$ cat src/slcfg_consts.svh
`ifndef SLCFG_CONSTS_SVH
`define SLCFG_CONSTS_SVH
// register offsets
`define SLCFG_A_FMT      8'h14
`define SLCFG_A_SYNCOPT  8'h3A
`define SLCFG_A_QUICK    8'h5E
`define SLCFG_A_LINK     8'h5F
`define SLCFG_A_POL      8'h60
`define SLCFG_A_DEVID    8'h64
`define SLCFG_A_BANKID   8'h65
`define SLCFG_A_LANE0ID  8'h66
`define SLCFG_A_LANE1ID  8'h67
`define SLCFG_A_SCRL     8'h6E
`define SLCFG_A_OCTF     8'h6F
`define SLCFG_A_FRAMES   8'h70
`define SLCFG_A_CONVS    8'h71
`define SLCFG_A_CTLBITS  8'h72
`define SLCFG_A_SWIDTH   8'h73
`define SLCFG_A_SPF      8'h74
`define SLCFG_A_DENSITY  8'h75
`define SLCFG_A_CHK0     8'h78
`define SLCFG_A_CHK3     8'h7B
`define SLCFG_A_REMAPA   8'h82
`define SLCFG_A_REMAPB   8'h83
// field positions
`define SLCFG_B_TAILRND  6
`define SLCFG_B_LINKRST  0
`define SLCFG_B_INVERT   1
`define SLCFG_B_SCR      7
// reset values
`define SLCFG_R_QUICK    8'h41
`define SLCFG_R_FRAMES   5'h1F
`define SLCFG_R_CTLBITS  8'h0F
`define SLCFG_R_REMAPA   8'h10
`define SLCFG_R_REMAPB   8'h32
// fixed link parameters, as transmitted (minus one where coded)
`define SLCFG_NP_M1      5'h0F
`define SLCFG_N14_M1     5'h0D
`define SLCFG_SUBCLASS   3'h1
`define SLCFG_JESDV      3'h1
`define SLCFG_K_START    8'h9C
`define SLCFG_CFG_LAST   4'hD
`endif

$ cat src/slcfg_pkg.sv
package slcfg_pkg;
   typedef enum logic [2:0]
   {
      SLCFG_IDLE = 3'b001,
      SLCFG_QCH  = 3'b010,
      SLCFG_CFG  = 3'b100
   } slcfg_ilas_e;

   typedef struct packed
   {
      logic       wr;
      logic       rd;
      logic [7:0] addr;
      logic [7:0] wdata;
   } slcfg_bus_s;

   typedef struct packed
   {
      logic       valid;
      logic       k;
      logic [7:0] octet;
   } slcfg_ilas_s;

   typedef struct packed
   {
      logic       ok;
      logic [7:0] m;
      logic [4:0] l;
      logic [7:0] f;
   } slcfg_qc_s;

   typedef logic [7:0] slcfg_chk_t [4];
endpackage

$ cat src/slcfg_top.sv
`timescale 1ns/1ps
`include "slcfg_consts.svh"
// Summary of operation
// - 14-bit samples padded with two tail bits
// - tail bits zero or pseudorandom per select
// - control bits replace tail bits by count
// - device, bank, lane ids held and sent
// - multiframe frame count is field plus one
// - octets per frame derived, read-only
// - scrambling enabled, active after lane sync
// - alignment sequence on, off, or repeating
// - sample width reads as 16
// - control words per frame read zero
// - lane count readable, read-only
// - high density flag reads zero
// - converter count readable
// - one sample per converter per frame
// - per-lane checksum sent and readable
// - checksum is modulo-256 field sum
// - lane checksums at four read offsets
// - configuration octets packed in order
// - serial output polarity inversion bit
// - offset binary or two's complement output
// - sync pin options and lane remap
// - link reset bit holds link idle
// - start character then 14 config octets
// - quick configuration codes select M and L
module slcfg_top
(
   input  wire logic                sys_clk_i,
   input  wire logic                resetn_i,
   input  wire slcfg_pkg::slcfg_bus_s bus_i,
   output logic [7:0]               rd_data_o,
   input  wire logic [15:0]         sample_i,
   input  wire logic [1:0]          ctrl_flags_i,
   input  wire logic                ilas_start_i,
   input  wire logic [1:0]          ilas_lane_i,
   input  wire logic                lane_sync_done_i,
   output logic [15:0]              sample_word_o,
   output slcfg_pkg::slcfg_ilas_s   ilas_o,
   output logic                     scramble_on_o,
   output logic                     invert_o,
   output logic                     link_reset_o,
   output logic [1:0]               sync_opt_o,
   output logic [2:0]               ctrl_meaning_o,
   output logic [15:0]              lane_map_o,
   output logic [5:0]               frames_o
);
   import slcfg_pkg::*;

   // ***************************************************
   // state
   // ***************************************************
   typedef struct packed
   {
      logic [7:0]  fmt;
      logic [7:0]  syncopt;
      logic [7:0]  quick;
      logic [7:0]  link;
      logic [7:0]  pol;
      logic [7:0]  device_identifier;
      logic [3:0]  bank_identifier;
      logic [4:0]  lid0;
      logic [4:0]  lid1;
      logic        scramble_lane_count;
      logic [4:0]  kf;
      logic [5:0]  frames;
      logic [7:0]  ctlb;
      logic [7:0]  remap_a;
      logic [7:0]  remap_b;
      logic [31:0] chk;
      logic [7:0]  rdata;
      logic [14:0] lfsr;
      logic [15:0] word;
      slcfg_ilas_s ilas;
      slcfg_ilas_e ost;
      logic [3:0]  idx;
      logic [1:0]  lane;
      logic        scr_on;
   } slcfg_st_s;

   slcfg_st_s st_reg;
   slcfg_st_s st_next;
   // ***************************************************
   // quick configuration decode
   // ***************************************************
   // maps a code to M, L, F; unknown codes flagged not ok
   function automatic slcfg_qc_s qc_decode(input logic [7:0] c);
      slcfg_qc_s q;
      q = '{ok: 1'b1, m: 8'h04, l: 5'h01, f: 8'h08};
      unique case (c)
         8'h41: q = '{ok: 1'b1, m: 8'h04, l: 5'h01, f: 8'h08};
         8'h42: q = '{ok: 1'b1, m: 8'h04, l: 5'h02, f: 8'h04};
         8'h44: q = '{ok: 1'b1, m: 8'h04, l: 5'h04, f: 8'h02};
         8'h22: q = '{ok: 1'b1, m: 8'h02, l: 5'h02, f: 8'h02};
         8'h21: q = '{ok: 1'b1, m: 8'h02, l: 5'h01, f: 8'h04};
         8'h11: q = '{ok: 1'b1, m: 8'h01, l: 5'h01, f: 8'h02};
         default: q.ok = 1'b0;
      endcase
      return q;
   endfunction
   slcfg_qc_s  qc;
   slcfg_qc_s  qc_wr;
   logic [7:0] base;
   logic [7:0] lid_l [4];
   logic [7:0] chk_l [4];
   logic [7:0] cfg_oct;
   logic [1:0] low2;
   logic [1:0] cs;
   logic       n14;
   logic       tail_rnd;
   logic       msb;
   logic       rst_link;
   logic [1:0] imode;

   assign qc       = qc_decode(st_reg.quick);
   assign qc_wr    = qc_decode(bus_i.wdata);
   assign cs       = st_reg.ctlb[7:6];
   assign n14      = (st_reg.ctlb[4:0] == `SLCFG_N14_M1);
   assign tail_rnd = st_reg.link[`SLCFG_B_TAILRND];
   assign rst_link = st_reg.link[`SLCFG_B_LINKRST];
   assign imode    = st_reg.link[3:2];
   // ***************************************************
   // checksum: field sum before packing
   // ***************************************************
   // lanes 2 and 3 take lane ids 0 and 1 plus two
   assign lid_l[0] = {3'h0, st_reg.lid0};
   assign lid_l[1] = {3'h0, st_reg.lid1};
   assign lid_l[2] = 8'({3'h0, st_reg.lid0} + 8'h02);
   assign lid_l[3] = 8'({3'h0, st_reg.lid1} + 8'h02);

   // modulo-256 sum of all non-lane fields
   assign base = 8'(st_reg.device_identifier + {4'h0, st_reg.bank_identifier}
      + {7'h0, st_reg.scramble_lane_count} + {3'h0, qc.l} - 8'h01
      + qc.f - 8'h01 + {3'h0, st_reg.kf} + qc.m - 8'h01
      + {6'h0, cs} + {3'h0, st_reg.ctlb[4:0]}
      + {5'h0, `SLCFG_SUBCLASS} + {3'h0, `SLCFG_NP_M1}
      + {5'h0, `SLCFG_JESDV});

   for (genvar g = 0; g < 4; g++)
   begin : g_chk
      assign chk_l[g] = 8'(base + lid_l[g]);
   end
   // ***************************************************
   // configuration octet for the current index
   // ***************************************************
   always_comb
   begin
      unique case (st_reg.idx)
         4'h0: cfg_oct = st_reg.device_identifier;
         4'h1: cfg_oct = {4'h0, st_reg.bank_identifier};
         4'h2: cfg_oct = lid_l[st_reg.lane];
         4'h3: cfg_oct = {st_reg.scramble_lane_count, 2'h0, 5'(qc.l - 5'h01)};
         4'h4: cfg_oct = 8'(qc.f - 8'h01);
         4'h5: cfg_oct = {3'h0, st_reg.kf};
         4'h6: cfg_oct = 8'(qc.m - 8'h01);
         4'h7: cfg_oct = {cs, 1'b0, st_reg.ctlb[4:0]};
         4'h8: cfg_oct = {`SLCFG_SUBCLASS, `SLCFG_NP_M1};
         4'h9: cfg_oct = {`SLCFG_JESDV, 5'h00};
         4'hD: cfg_oct = st_reg.chk[8*st_reg.lane +: 8];
         default: cfg_oct = 8'h00;
      endcase
   end

   // ***************************************************
   // sample formatting and tail / control bits
   // ***************************************************
   always_comb
   begin
      // two's complement flips the sign bit of offset binary
      msb = sample_i[15] ^ (st_reg.fmt[1:0] == 2'h1);
      unique case (cs)
         2'h0: low2 = tail_rnd ? st_reg.lfsr[1:0] : 2'h0;
         2'h1: low2 = {ctrl_flags_i[0], tail_rnd & st_reg.lfsr[0]};
         default: low2 = ctrl_flags_i;
      endcase
   end

   // ***************************************************
   // next state
   // ***************************************************
   always_comb
   begin
      st_next = st_reg;
      st_next.lfsr = {st_reg.lfsr[13:0], st_reg.lfsr[14] ^ st_reg.lfsr[13]};
      for (int i = 0; i < 4; i++)
      begin
         st_next.chk[8*i +: 8] = chk_l[i];
      end
      // spare bits only exist at 14-bit resolution
      st_next.word = n14 ? {msb, sample_i[14:2], low2}
                         : {msb, sample_i[14:0]};
      // scrambler held off until lanes are synchronised
      st_next.scr_on = st_reg.scramble_lane_count & lane_sync_done_i & ~rst_link;

      // register writes
      if (bus_i.wr)
      begin
         unique case (bus_i.addr)
            `SLCFG_A_FMT:     st_next.fmt     = bus_i.wdata;
            `SLCFG_A_SYNCOPT: st_next.syncopt = bus_i.wdata;
            `SLCFG_A_QUICK:   st_next.quick   = qc_wr.ok ? bus_i.wdata
                                                : st_reg.quick;
            `SLCFG_A_LINK:    st_next.link    = bus_i.wdata;
            `SLCFG_A_POL:     st_next.pol     = bus_i.wdata;
            `SLCFG_A_DEVID:   st_next.device_identifier     = bus_i.wdata;
            `SLCFG_A_BANKID:  st_next.bank_identifier     = bus_i.wdata[3:0];
            `SLCFG_A_LANE0ID: st_next.lid0    = bus_i.wdata[4:0];
            `SLCFG_A_LANE1ID: st_next.lid1    = bus_i.wdata[4:0];
            `SLCFG_A_SCRL:    st_next.scramble_lane_count     = bus_i.wdata[7];
            `SLCFG_A_FRAMES:  st_next.kf      = bus_i.wdata[4:0];
            `SLCFG_A_CTLBITS: st_next.ctlb    = bus_i.wdata;
            `SLCFG_A_REMAPA:  st_next.remap_a = bus_i.wdata;
            `SLCFG_A_REMAPB:  st_next.remap_b = bus_i.wdata;
            default: ;
         endcase
      end

      st_next.frames = 6'({1'b0, st_next.kf} + 6'h01);

      // register reads, data stands one cycle later
      st_next.rdata = 8'h00;
      if (bus_i.rd)
      begin
         unique case (bus_i.addr)
            `SLCFG_A_FMT:     st_next.rdata = st_reg.fmt;
            `SLCFG_A_SYNCOPT: st_next.rdata = st_reg.syncopt;
            `SLCFG_A_QUICK:   st_next.rdata = st_reg.quick;
            `SLCFG_A_LINK:    st_next.rdata = st_reg.link;
            `SLCFG_A_POL:     st_next.rdata = st_reg.pol;
            `SLCFG_A_DEVID:   st_next.rdata = st_reg.device_identifier;
            `SLCFG_A_BANKID:  st_next.rdata = {4'h0, st_reg.bank_identifier};
            `SLCFG_A_LANE0ID: st_next.rdata = lid_l[0];
            `SLCFG_A_LANE1ID: st_next.rdata = lid_l[1];
            `SLCFG_A_SCRL:    st_next.rdata = {st_reg.scramble_lane_count, 2'h0,
                                               qc.l};
            `SLCFG_A_OCTF:    st_next.rdata = qc.f;
            `SLCFG_A_FRAMES:  st_next.rdata = {3'h0, st_reg.kf};
            `SLCFG_A_CONVS:   st_next.rdata = qc.m;
            `SLCFG_A_CTLBITS: st_next.rdata = st_reg.ctlb;
            `SLCFG_A_SWIDTH:  st_next.rdata = {3'h0,
                                 5'(`SLCFG_NP_M1 + 5'h01)};
            `SLCFG_A_SPF:     st_next.rdata = 8'h01;
            `SLCFG_A_DENSITY: st_next.rdata = 8'h00;
            `SLCFG_A_REMAPA:  st_next.rdata = st_reg.remap_a;
            `SLCFG_A_REMAPB:  st_next.rdata = st_reg.remap_b;
            default:
               if (bus_i.addr >= `SLCFG_A_CHK0 &&
                   bus_i.addr <= `SLCFG_A_CHK3)
                  st_next.rdata =
                     st_reg.chk[8*bus_i.addr[1:0] +: 8];
         endcase
      end

      // alignment configuration multiframe sequencer
      st_next.ilas = '{valid: 1'b0, k: 1'b0, octet: 8'h00};
      unique case (st_reg.ost)
         SLCFG_IDLE:
         begin
            // mode 01 disables, 10 repeats, others run once
            if (ilas_start_i && imode != 2'h1)
            begin
               st_next.ost  = SLCFG_QCH;
               st_next.lane = ilas_lane_i;
            end
         end
         SLCFG_QCH:
         begin
            st_next.ilas = '{valid: 1'b1, k: 1'b1,
                             octet: `SLCFG_K_START};
            st_next.ost  = SLCFG_CFG;
            st_next.idx  = 4'h0;
         end
         SLCFG_CFG:
         begin
            st_next.ilas = '{valid: 1'b1, k: 1'b0, octet: cfg_oct};
            st_next.idx  = 4'(st_reg.idx + 4'h1);
            if (st_reg.idx == `SLCFG_CFG_LAST)
            begin
               st_next.ost = (imode == 2'h2) ? SLCFG_QCH
                                             : SLCFG_IDLE;
            end
         end
      endcase
      // link held in reset: no sequence runs
      if (rst_link)
      begin
         st_next.ost  = SLCFG_IDLE;
         st_next.ilas = '{valid: 1'b0, k: 1'b0, octet: 8'h00};
      end
   end
   // ***************************************************
   // state register
   // ***************************************************
   always_ff @(posedge sys_clk_i or negedge resetn_i)
   begin
      if (!resetn_i)
      begin
         st_reg         <= '0;
         st_reg.quick   <= `SLCFG_R_QUICK;
         st_reg.scramble_lane_count     <= 1'b1;
         st_reg.kf      <= `SLCFG_R_FRAMES;
         st_reg.frames  <= 6'({1'b0, `SLCFG_R_FRAMES} + 6'h01);
         st_reg.ctlb    <= `SLCFG_R_CTLBITS;
         st_reg.remap_a <= `SLCFG_R_REMAPA;
         st_reg.remap_b <= `SLCFG_R_REMAPB;
         st_reg.lfsr    <= 15'h7FFF;
         st_reg.ost     <= SLCFG_IDLE;
      end
      else
      begin
         st_reg <= st_next;
      end
   end

   // outputs, all straight from the state register
   assign rd_data_o      = st_reg.rdata;
   assign sample_word_o  = st_reg.word;
   assign ilas_o         = st_reg.ilas;
   assign scramble_on_o  = st_reg.scr_on;
   assign invert_o       = st_reg.pol[`SLCFG_B_INVERT];
   assign link_reset_o   = rst_link;
   assign sync_opt_o     = st_reg.syncopt[4:3];
   assign ctrl_meaning_o = st_reg.fmt[7:5];
   assign lane_map_o     = {st_reg.remap_b, st_reg.remap_a};
   assign frames_o       = st_reg.frames;
endmodule

$ cat config.mk
export PLATFORM = sky130hd
export DESIGN_NAME = slcfg_top
export DESIGN_NICKNAME = d
export VERILOG_FILES = /design/src/slcfg_pkg.sv /design/src/slcfg_top.sv
export VERILOG_INCLUDE_DIRS = /design/src
export SDC_FILE = /design/constraint.sdc
export NUM_CORES = 1
export LEC_CHECK = 0
export BUFFER_PORTS_ARGS = -buffer_cell sky130_fd_sc_hd__clkbuf_2
export CORE_ASPECT_RATIO = 1.4
export CORE_UTILIZATION = 23
export DETAILED_ROUTE_END_ITERATION = 16
export SKIP_LAST_GASP = 1
export SYNTH_ARGS = -nofsm -noshare
export SYNTH_HDL_FRONTEND = slang
export SYNTH_SLANG_ARGS = --single-unit
$ cat constraint.sdc
create_clock -name sys_clk_i -period 16.2 [get_ports sys_clk_i]
set_input_delay 0.81 -clock sys_clk_i [delete_from_list [all_inputs] [get_ports sys_clk_i]]
set_output_delay 0.81 -clock sys_clk_i [all_outputs]
set_load 0.05 [all_outputs]
* Yosys cells after proc, flatten, opt, wreduce, memory -nomap -nowiden
Index checks and enable logic that the tools add are counted.
** Operators by class
- Equal/unequal tests :: 50
- Bitwise gates (word level) :: 7
- Reductions and logical operators :: 21
- Muxes and demuxes :: 21
- Add/sub/neg operators :: 25
- Shift operators :: 2
- Order comparisons :: 3
** Operators with widths (count)
- $eq A8 B7 Y1 const B :: 20
- $pmux W8 S19 :: 1
- $pmux W8 S11 :: 1
- $pmux W16 S5 :: 1
- $shiftx A32 B6 Y8 :: 2
- $add A8 B5 Y8 :: 5
- $eq A8 B6 Y1 const B :: 5
- $sub A8 B1 Y8 const B :: 5
- $mux W8 :: 4
- $reduce_and A2 Y1 :: 14
- $eq A8 B5 Y1 const B :: 3
- $pmux W10 S2 :: 1
- $add A8 B1 Y8 const B :: 2
- $add A8 B6 Y8 :: 2
- $add A8 B8 Y8 :: 2
- $bmux W8 S2 :: 1
- $eq A4 B3 Y1 const B :: 4
- $eq A8 B8 Y1 const B :: 2
- $mux W13 :: 1
- $add A5 B2 Y6 const B :: 2
- $eq A4 B4 Y1 const B :: 3
- $mux W5 :: 2
- $pmux W3 S3 :: 1
- $add A8 B1 Y8 :: 1
- 34 further kinds :: 44
** Storage, ports and cells
- Output and inout port bits :: 64
- Logic and storage cells :: 155
- Flip-flop bits (word level) :: 189
- Input port bits :: 42

* Longest topological paths before layout
Gate-level depths: netlist (run 1).
- Depth in word-level cells :: 15
- Mapped depth :: 22
- Depth with buffers taken out :: 21

* Least setup slack after synthesis (run 1)
No wires, ideal clock.
- Kind :: flip-flop to flip-flop
- Start :: reg st_reg[169] (netlist name)
- End :: reg st_reg[82] (netlist name)
- Slack :: 10782 ps
- Stages on the path, launching flop included :: 20
- Path buffers :: 0
- Data arrival time :: 5339 ps
- Clock period less this slack :: 5418 ps
- Library setup time :: 80 ps
- Data required time :: 16120 ps
- Cells stage by stage :: dfrtp_1 -> nor4_2 -> nand4b_1 -> a211o_1 -> nand2_1 -> fa_1 -> inv_1 -> fa_1 -> fa_1 -> inv_1 -> fa_1 -> inv_1 -> ha_1 -> a21o_1 -> a21oi_1 -> xnor2_1 -> ha_1 -> or4_1 -> o2111ai_1 -> xor2_1
** RTL lines
- start: declaration :: line slcfg_top.sv:82 : slcfg_st_s st_reg;
- start signal: assignment :: line slcfg_top.sv:312 : st_reg <= st_next;

==> run metrics, run 1 <==
status complete, no violations; crit path cell chain nor4_2, nand4b_1, a211o_1, nand2_1, fa_1, inv_1, fa_1, fa_1, inv_1, fa_1, inv_1, ha_1, a21o_1, a21oi_1, xnor2_1, ha_1, or4_1, o2111ai_1, xor2_1; kind of critical path flop to flop; worst slew pin tran 1.17 ns; Post-Syn Instances 1054; chip height 264 um; port buffer count 105; CP Launch Type flop; WHS 0.359 ns; syn nets 1167; Tcrit/Tclk final 0.372; DR vias/cell 4.80; Pleak 5.67 nW; gpl congestion 0.949; initial drt markers 625; share of cells above drive strength 1 0.264; routed len/inst 20.8 um; Layout fillers 5073; Worst-path clk slew 0.08 ns; Top delay family on crit path adder cells; core box area 48100 um^2; Final Max Tran Viols 0; sequential element share of the synthesized area 0.420; CTS tree built; die area 49800 um^2; FF-to-FF Start st_reg[169]$_DFFE_PN0P_; commonest non-fill, non-tap cell in the layout dfrtp_1; Reg area 4720 um^2; I/O Pins 106; DP HPWL 26.8 mm; clk buf depth 2; max cap viols 0; post-route setup TNS 0 ns; min Tclk post-route 6.03 ns; Max IR drop VDD 0.0000756 V; Final ANT Viol Nets 0; DRC violations left 0; final number of setup-violating endpoints 0; post_cts resized 0; Placed Area 11900 um^2; CP max stage delay 0.79 ns; multi-input gate area in the final layout 5560 um^2; Most used DFF post-synth dfrtp_1; Worst EP required 16.53 ns; unrepaired setup endpoints after global routing no; Synth Cell Area 11200 um^2; Layout Area Growth over Synthesis 11.6%; class of the worst hold path flop to flop; Crit path arrival time 6.36 ns; hold_sp st_next[46]$_DFF_PN1_; hold_buf cts 0; final global-route overflow total 0; placed instance count 1679; largest net degree at the start of global routing 116; Async SR Flop Fraction 1.00; Chip Width 189 um; CTS root buf clkbuf_16; Ant. Diodes 0; CTS Buf Count 17; maximum fanout along the worst path 10; FMAX 166 MHz; synthesized area per cell 10.7 um^2; Seq cells post-synth 187; Largest register FFs 95; clk_lat worst skew 0.47 ns; Critical Path Start st_reg[169]$_DFFE_PN0P_; Post-CTS Setup Bufs 0; Slew headroom 0.214; post-route cell area 12500 um^2; initial antenna violation count 1; # clock sinks 187; Worst Path Buf+Inv 3; total power 1.80 mW; # H-tree levels 4; layout net count 1181; Final Hold Viols 0; most used cell, CP fa_1; PwrDens 144 nW/um^2; vias in the first global route 8418; Tot GR Track Use 0.146; Post-Route WL 35.6 mm; skew final 0.0177 ns; DR vias 8212; row cnt 95; CP max-delay cell xnor2_1; number of synthesized flops with an enable pin 0; initial core utilization 0.233; first-pass GRT wire length 54.0 mm; post-route non-filler standard cell count 1711; TritonRoute pass-1 iters 5; crit path capture type flop; Unique masters post-synth 77; Syn. warnings 0; highest-count cells in the layout ignoring fill and taps dfrtp_1, clkbuf_2, mux2_2
## synth_stat cells (8+ instances only)
cell / n / area share
a22oi_1: 11 / 0.0073
mux2_2: 87 / 0.087
buf_2: 9 / 0.0040
nand2b_1: 10 / 0.0056
and3_1: 11 / 0.0061
buf_4: 64 / 0.043
nor4_1: 8 / 0.0045
o21ai_0: 41 / 0.018
clkbuf_1: 36 / 0.012
nor3_1: 19 / 0.0085
dfstp_2: 33 / 0.077
xnor2_1: 29 / 0.023
nand3_1: 37 / 0.016
mux2i_1: 14 / 0.012
a21oi_1: 48 / 0.021
dfrtp_1: 154 / 0.34
nor2b_1: 16 / 0.0089
nand2_1: 70 / 0.023
nor2_1: 40 / 0.013
ha_1: 46 / 0.051
a21o_1: 12 / 0.0080
mux4_2: 14 / 0.028
fa_1: 25 / 0.045
xor2_1: 22 / 0.017
inv_1: 67 / 0.022
a31oi_1: 11 / 0.0061
## per-stage QoR
step	setup slack, ns	utilization
floorplan	10.78	-
global placement	10.33	0.247
detailed placement	10.21	0.247
CTS	10.18	0.261
global route	9.84	0.261
finish	10.17	0.261
## layout make-up
cell class	count	share of cell area
Clock inverter	14	0.0172
Tap cell	630	0.0628
Multi-Input combinational cell	684	0.443
Timing Repair Buffer	111	0.0462
Clock buffer	18	0.0342
Sequential cell	187	0.376
Inverter	67	0.0200
## where the power goes
part / switching (mW) / internal [mW]
logic: 0.444 / 0.285
registers: 0.0676 / 0.546
clock network: 0.219 / 0.240
total: 0.731 / 1.07
## cells by family (layout without fill, tap and decap cells)
family | Yosys count | count (layout) | synth area share
AOI/OAI and AO/OA | 197 | 197 | 0.117
buffers and inverters | 183 | 210 | 0.0850
and+or+nand+nor | 248 | 248 | 0.113
muxes | 115 | 115 | 0.128
DFF | 187 | 187 | 0.420
xor gates and xnor gates | 51 | 51 | 0.0397
adders and majority gates | 73 | 73 | 0.0975
## routing by layer
metal  routed length (um)  track usage
met2                19100        0.266
met5                   11            0
met4                 1910       0.0889
met3                 1210       0.0191
met1                13400        0.158
## worst paths after layout
check,end,slack [ns],cells past startpoint
setup reg to reg,st_reg[82]$_DFF_PN0_,10.17,19
setup / recovery,st_reg[82]$_DFF_PN0_,10.17,19
max in group asynchronous,st_reg[77]$_DFF_PN0_,14.15,2
min in group asynchronous,lane_map_o[5]$_DFFE_PN0P_,0.46,1
hold reg to reg,st_next[47]$_DFF_PN1_,0.36,0
hold / removal,st_next[47]$_DFF_PN1_,0.36,0
No activity file was read; power rests on OpenSTA's default activity.
==> run 2, diff against run 1 <==
clock period = 6.1 ns   (was 16.2 ns; I/O delays follow)
==> run 2 against run 1 <==
  * The flow now finishes with violations (negative hold slack)
  * Clock skew increased by 0.0056 ns
  * Global-route usage decreased by 0.098 points
  * Total power rose to 2.7 times the previous value
  * Final area is 1.7% higher
  * Flip-flop and latch count did not move
  * Sequential share of layout area fell by 0.62 points
  * Combinational power increased to 2.7 times the previous value
  * Cell count rose by 0.99%
  * Critical endpoint is now st_reg[90]$_DFF_PN0_
  * Largest cell class unchanged
  * Highest routed layer unchanged
==> run metrics, run 2 (synthesis gave the netlist of run 1 again) <==
failing checks negative hold slack; die area 49800 um^2; Ant. Diodes 0; Layout Area Growth over Synthesis 13.5%; DR vias/cell 4.82; Final WS setup 0.277 ns; Tcrit/Tclk final 0.955; vias in the first global route 8649; gpl congestion 0.907; final core utilization 0.265; I/O Pins 106; clk_lat worst skew 0.47 ns; r2r endpoint st_reg[90]$_DFF_PN0_; routed len/inst 20.4 um; # H-tree levels 4; PwrDens 376 nW/um^2; commonest non-fill, non-tap cell in the layout dfrtp_1; worst slew pin tran 1.13 ns; first-pass GRT wire length 53.9 mm; DRC violations left 0; share of cells above drive strength 1 0.266; most used cell, CP fa_1; Reg2Reg Setup Slack 0.28 ns; crit path cell chain nor4_4, nand4b_1, a211o_2, nand2_1, fa_1, inv_1, fa_1, fa_1, inv_1, fa_1, inv_1, fa_1, ha_1, o21ai_0, o21bai_1, a21o_1, maj3_1, nand2_1, xor2_1; Final Max Tran Viols 0; Post-Route WL 35.3 mm; initial drt markers 555; Placed Area 11900 um^2; Pleak 5.75 nW; FMAX 172 MHz; skew final 0.0233 ns; core box area 48100 um^2; Place WS 0.169 ns; CP max stage delay 0.68 ns; Crit path arrival time 6.20 ns; Max IR drop VDD 0.000195 V; WHS -0.0440 ns; max cap viols 0; Post-CTS Setup Bufs 0; status finished, violations left; largest net degree at the start of global routing 117; Worst EP required 6.48 ns; DR vias 8333; row cnt 95; r2r worst-path depth 19; min Tclk post-route 5.82 ns; post-route cell area 12800 um^2; final number of setup-violating endpoints 0; CP Launch Type flop; Tot GR Track Use 0.145; maximum fanout along the worst path 6; chip height 264 um; Final ANT Viol Nets 0; Worst-path clk slew 0.09 ns; post-route non-filler standard cell count 1728; CTS root buf clkbuf_16; total power 4.80 mW; DP HPWL 26.6 mm; Largest register FFs 95; # clock sinks 187; initial antenna violation count 1; kind of critical path flop to flop; TritonRoute pass-1 iters 5; class of the worst hold path primary input to asynchronous set/reset pin; crit path capture type flop; CTS Buf Count 17; CTS tree built; FF-to-FF Start st_reg[169]$_DFFE_PN0P_; Final Hold Viols 32; final global-route overflow total 0; post-route setup TNS 0 ns; placed instance count 1682; port buffer count 105; layout net count 1198; Slew headroom 0.240; highest-count cells in the layout ignoring fill and taps dfrtp_1, clkbuf_2, mux2_2; CP max-delay cell fa_1; initial core utilization 0.233; unrepaired setup endpoints after global routing no; clk buf depth 2; Chip Width 189 um
## run 2: worst max-delay path: cells and delay by family, from the launching register on
family | cells | cell delay (ns)
compound gates | 4 | 0.87
xor+xnor | 1 | 0.16
fa+ha+maj | 7 | 3.27
buf+inv | 3 | 0.20
flops | 1 | 0.48
simple gates | 4 | 0.75
## run 2: power breakdown
group | leakage (nW) | internal (mW) | switching (mW) | total [mW]
clock | 0.312 | 0.610 | 0.614 | 1.22
combinational | 3.11 | 0.784 | 1.16 | 1.94
sequential | 2.32 | 1.45 | 0.179 | 1.63
total | 5.75 | 2.84 | 1.95 | 4.80
## run 2: routing by layer
layer,track usage,wire (um)
met4,0.0957,2070
met1,0.158,13200
met3,0.0188,1210
met5,0,8
met2,0.260,18800
## run 2: final cells by class
class,instances,area (um^2)
Clock inverter,15,241
Sequential cell,187,4720
Clock buffer,17,425
Multi-Input combinational cell,684,5590
Fill cell,5091,35400
Tap cell,630,788
Inverter,67,251
Timing Repair Buffer,128,742
## run 2: what timing repair did
action                                  in CTS  in global routing
endpoints found under the setup margin       0                  4
gates resized for setup                      0                  5
endpoints found under the hold margin       14                  0
hold buffers                                14                  0
## run 2: worst max path at each step
stage,to,from,slack [ns]
6_report,st_reg[90]$_DFF_PN0_,st_reg[169]$_DFFE_PN0P_,0.28
5_1_grt,st_reg[90]$_DFF_PN0_,st_reg[170]$_DFFE_PN0P_,0.02
4_1_cts,st_reg[90]$_DFF_PN0_,st_reg[165]$_DFFE_PN1P_,0.11
3_5_place_dp,st_reg[90]$_DFF_PN0_,st_reg[165]$_DFFE_PN1P_,0.17
3_3_place_gp,st_reg[90]$_DFF_PN0_,st_reg[165]$_DFFE_PN1P_,0.20
2_1_floorplan,st_reg[82]$_DFF_PN0_,st_reg[169]$_DFFE_PN0P_,0.68
==> run 3, diff against run 2 <==
clock period = 6.7 ns   (was 6.1 ns; I/O delays follow)
==> run 3 against run 2 <==
  * The run still ends with negative hold slack left
  * Global-route usage grew 0.42 points
  * Maximum frequency down 3.6%
  * Cell count fell by 0.23%
  * Register-to-register slack better by 0.39 ns
  * Routed wire length up 2.1%
  * Clock power fell by 12%
  * Sequential power down 9%
  * Combinational power decreased by 9%
  * Clock skew down 0.0058 ns
  * Highest routed layer unchanged
==> run metrics, run 3 (synthesis gave the netlist of run 1 again) <==
DR vias 8329; vias in the first global route 8630; initial antenna violation count 1; Worst EP required 7.09 ns; Layout Area Growth over Synthesis 12.7%; # H-tree levels 4; Layout fillers 5068; WHS -0.0416 ns; Final Hold Viols 9; kind of critical path flop to flop; Worst-path clk slew 0.09 ns; CTS tree built; # clock sinks 187; FF-to-FF Start st_reg[165]$_DFFE_PN1P_; DRC violations left 0; skew final 0.0175 ns; first-pass GRT wire length 55.4 mm; CP max-delay cell dfstp_2; Final ANT Viol Nets 0; largest net degree at the start of global routing 112; CP Launch Type flop; Tot GR Track Use 0.149; Pleak 5.71 nW; Place WS 0.733 ns; gpl congestion 0.969; TritonRoute pass-1 iters 7; Max IR drop VDD 0.000198 V; I/O Pins 106; post-route setup TNS 0 ns; final global-route overflow total 0; routed len/inst 20.9 um; port buffer count 105; Worst Path Buf+Inv 5; r2r worst-path depth 21; Ant. Diodes 0; Final WS setup 0.662 ns; layout net count 1194; crit path capture type flop; row cnt 95; die area 49800 um^2; commonest non-fill, non-tap cell in the layout dfrtp_1; Reg2Reg Setup Slack 0.66 ns; initial core utilization 0.233; Final Max Tran Viols 0; clk_lat worst skew 0.47 ns; max cap viols 0; final number of setup-violating endpoints 0; highest-count cells in the layout ignoring fill and taps dfrtp_1, clkbuf_2, mux2_2; failing checks negative hold slack; Critical Path Start st_reg[165]$_DFFE_PN1P_; class of the worst hold path primary input to asynchronous set/reset pin; initial drt markers 586; status finished, violations left; Top delay family on crit path adder cells; Crit path arrival time 6.43 ns; worst slew pin tran 1.15 ns; CTS Buf Count 17; maximum fanout along the worst path 6; FMAX 166 MHz; min Tclk post-route 6.04 ns; crit path cell chain nor2b_1, and3b_1, o21ai_0, inv_1, fa_1, inv_1, fa_1, inv_1, fa_1, inv_1, fa_1, inv_1, ha_1, fa_1, ha_1, o21ai_0, o21bai_1, a21o_1, maj3_1, nand2_1, xor2_1; DR vias/cell 4.83; DP HPWL 26.9 mm; core box area 48100 um^2; chip height 264 um; Slew headroom 0.228; Critical Path Stages 21; Largest register FFs 95; Tcrit/Tclk final 0.901; CTS root buf clkbuf_16; clk buf depth 2; CP max stage delay 0.59 ns; post_cts resized 0; Post-Route WL 36.0 mm; unrepaired setup endpoints after global routing no; share of cells above drive strength 1 0.261; Chip Width 189 um; PwrDens 342 nW/um^2
run 3: cell count changes in the layout (fill, tap and decap cells not counted), sizes merged:
cell,change
bufinv,-1
buf,-3
inv,+3
dlygate4sd3,-1
clkinv,-2
run 3: through the flow:
stage | hold slack (ns) | cells | total power, mW | utilization | area [um^2]
final | -0.0416 | 1724 | 4.33 | 0.263 | 12700
after global routing | 0.0328 | 1724 | 4.60 | 0.263 | 12700
after CTS | 0.0170 | 1724 | 4.38 | 0.263 | 12700
after detailed placement | 0.347 | 1679 | 3.28 | 0.247 | 11900
after global placement | 0.347 | 1679 | 3.24 | 0.247 | 11900
after floorplan | 0.0394 | 1054 | 2.78 | - | 11200
run 3: worst paths after layout:
check | end
min in group sys_clk_i | sample_word_o[15]$_DFF_PN0_
min reg2reg | st_next[48]$_DFF_PN1_
max in group asynchronous | st_reg[85]$_DFF_PN0_
min | lane_map_o[5]$_DFFE_PN0P_
max | st_reg[90]$_DFF_PN0_
max reg2reg | st_reg[90]$_DFF_PN0_
run 3: final cells by class:
| type | count | area (um^2) | area share |
|---|---|---|---|
| well taps | 630 | 788 | 0.0623 |
| multi-input cells | 684 | 5560 | 0.439 |
| flip-flops and latches | 187 | 4720 | 0.373 |
| clock buffers | 17 | 425 | 0.0336 |
| inverters | 67 | 251 | 0.0199 |
| repair buffers | 124 | 709 | 0.0560 |
| clock inverters | 15 | 203 | 0.0160 |
run 3: timing repair:
item	CTS	global route
hold buffers	13	0
setup buffers	0	0
hold endpoints to repair	13	0
run 3: power breakdown:
part	leakage [nW]	switching, mW	internal [mW]
Clock	0.298	0.555	0.515
Sequential	2.32	0.167	1.32
Combinational	3.09	1.08	0.694
Total	5.71	1.80	2.53
run 3: per-layer routing:
layer | share of wire | vias to the layer above | global-route usage
met5 | 0.00025 | - | 0
met4 | 0.054 | 2 | 0.0839
met3 | 0.036 | 71 | 0.0225
met2 | 0.54 | 259 | 0.272
met1 | 0.37 | 4274 | 0.163
li1 | - | 3723 | -
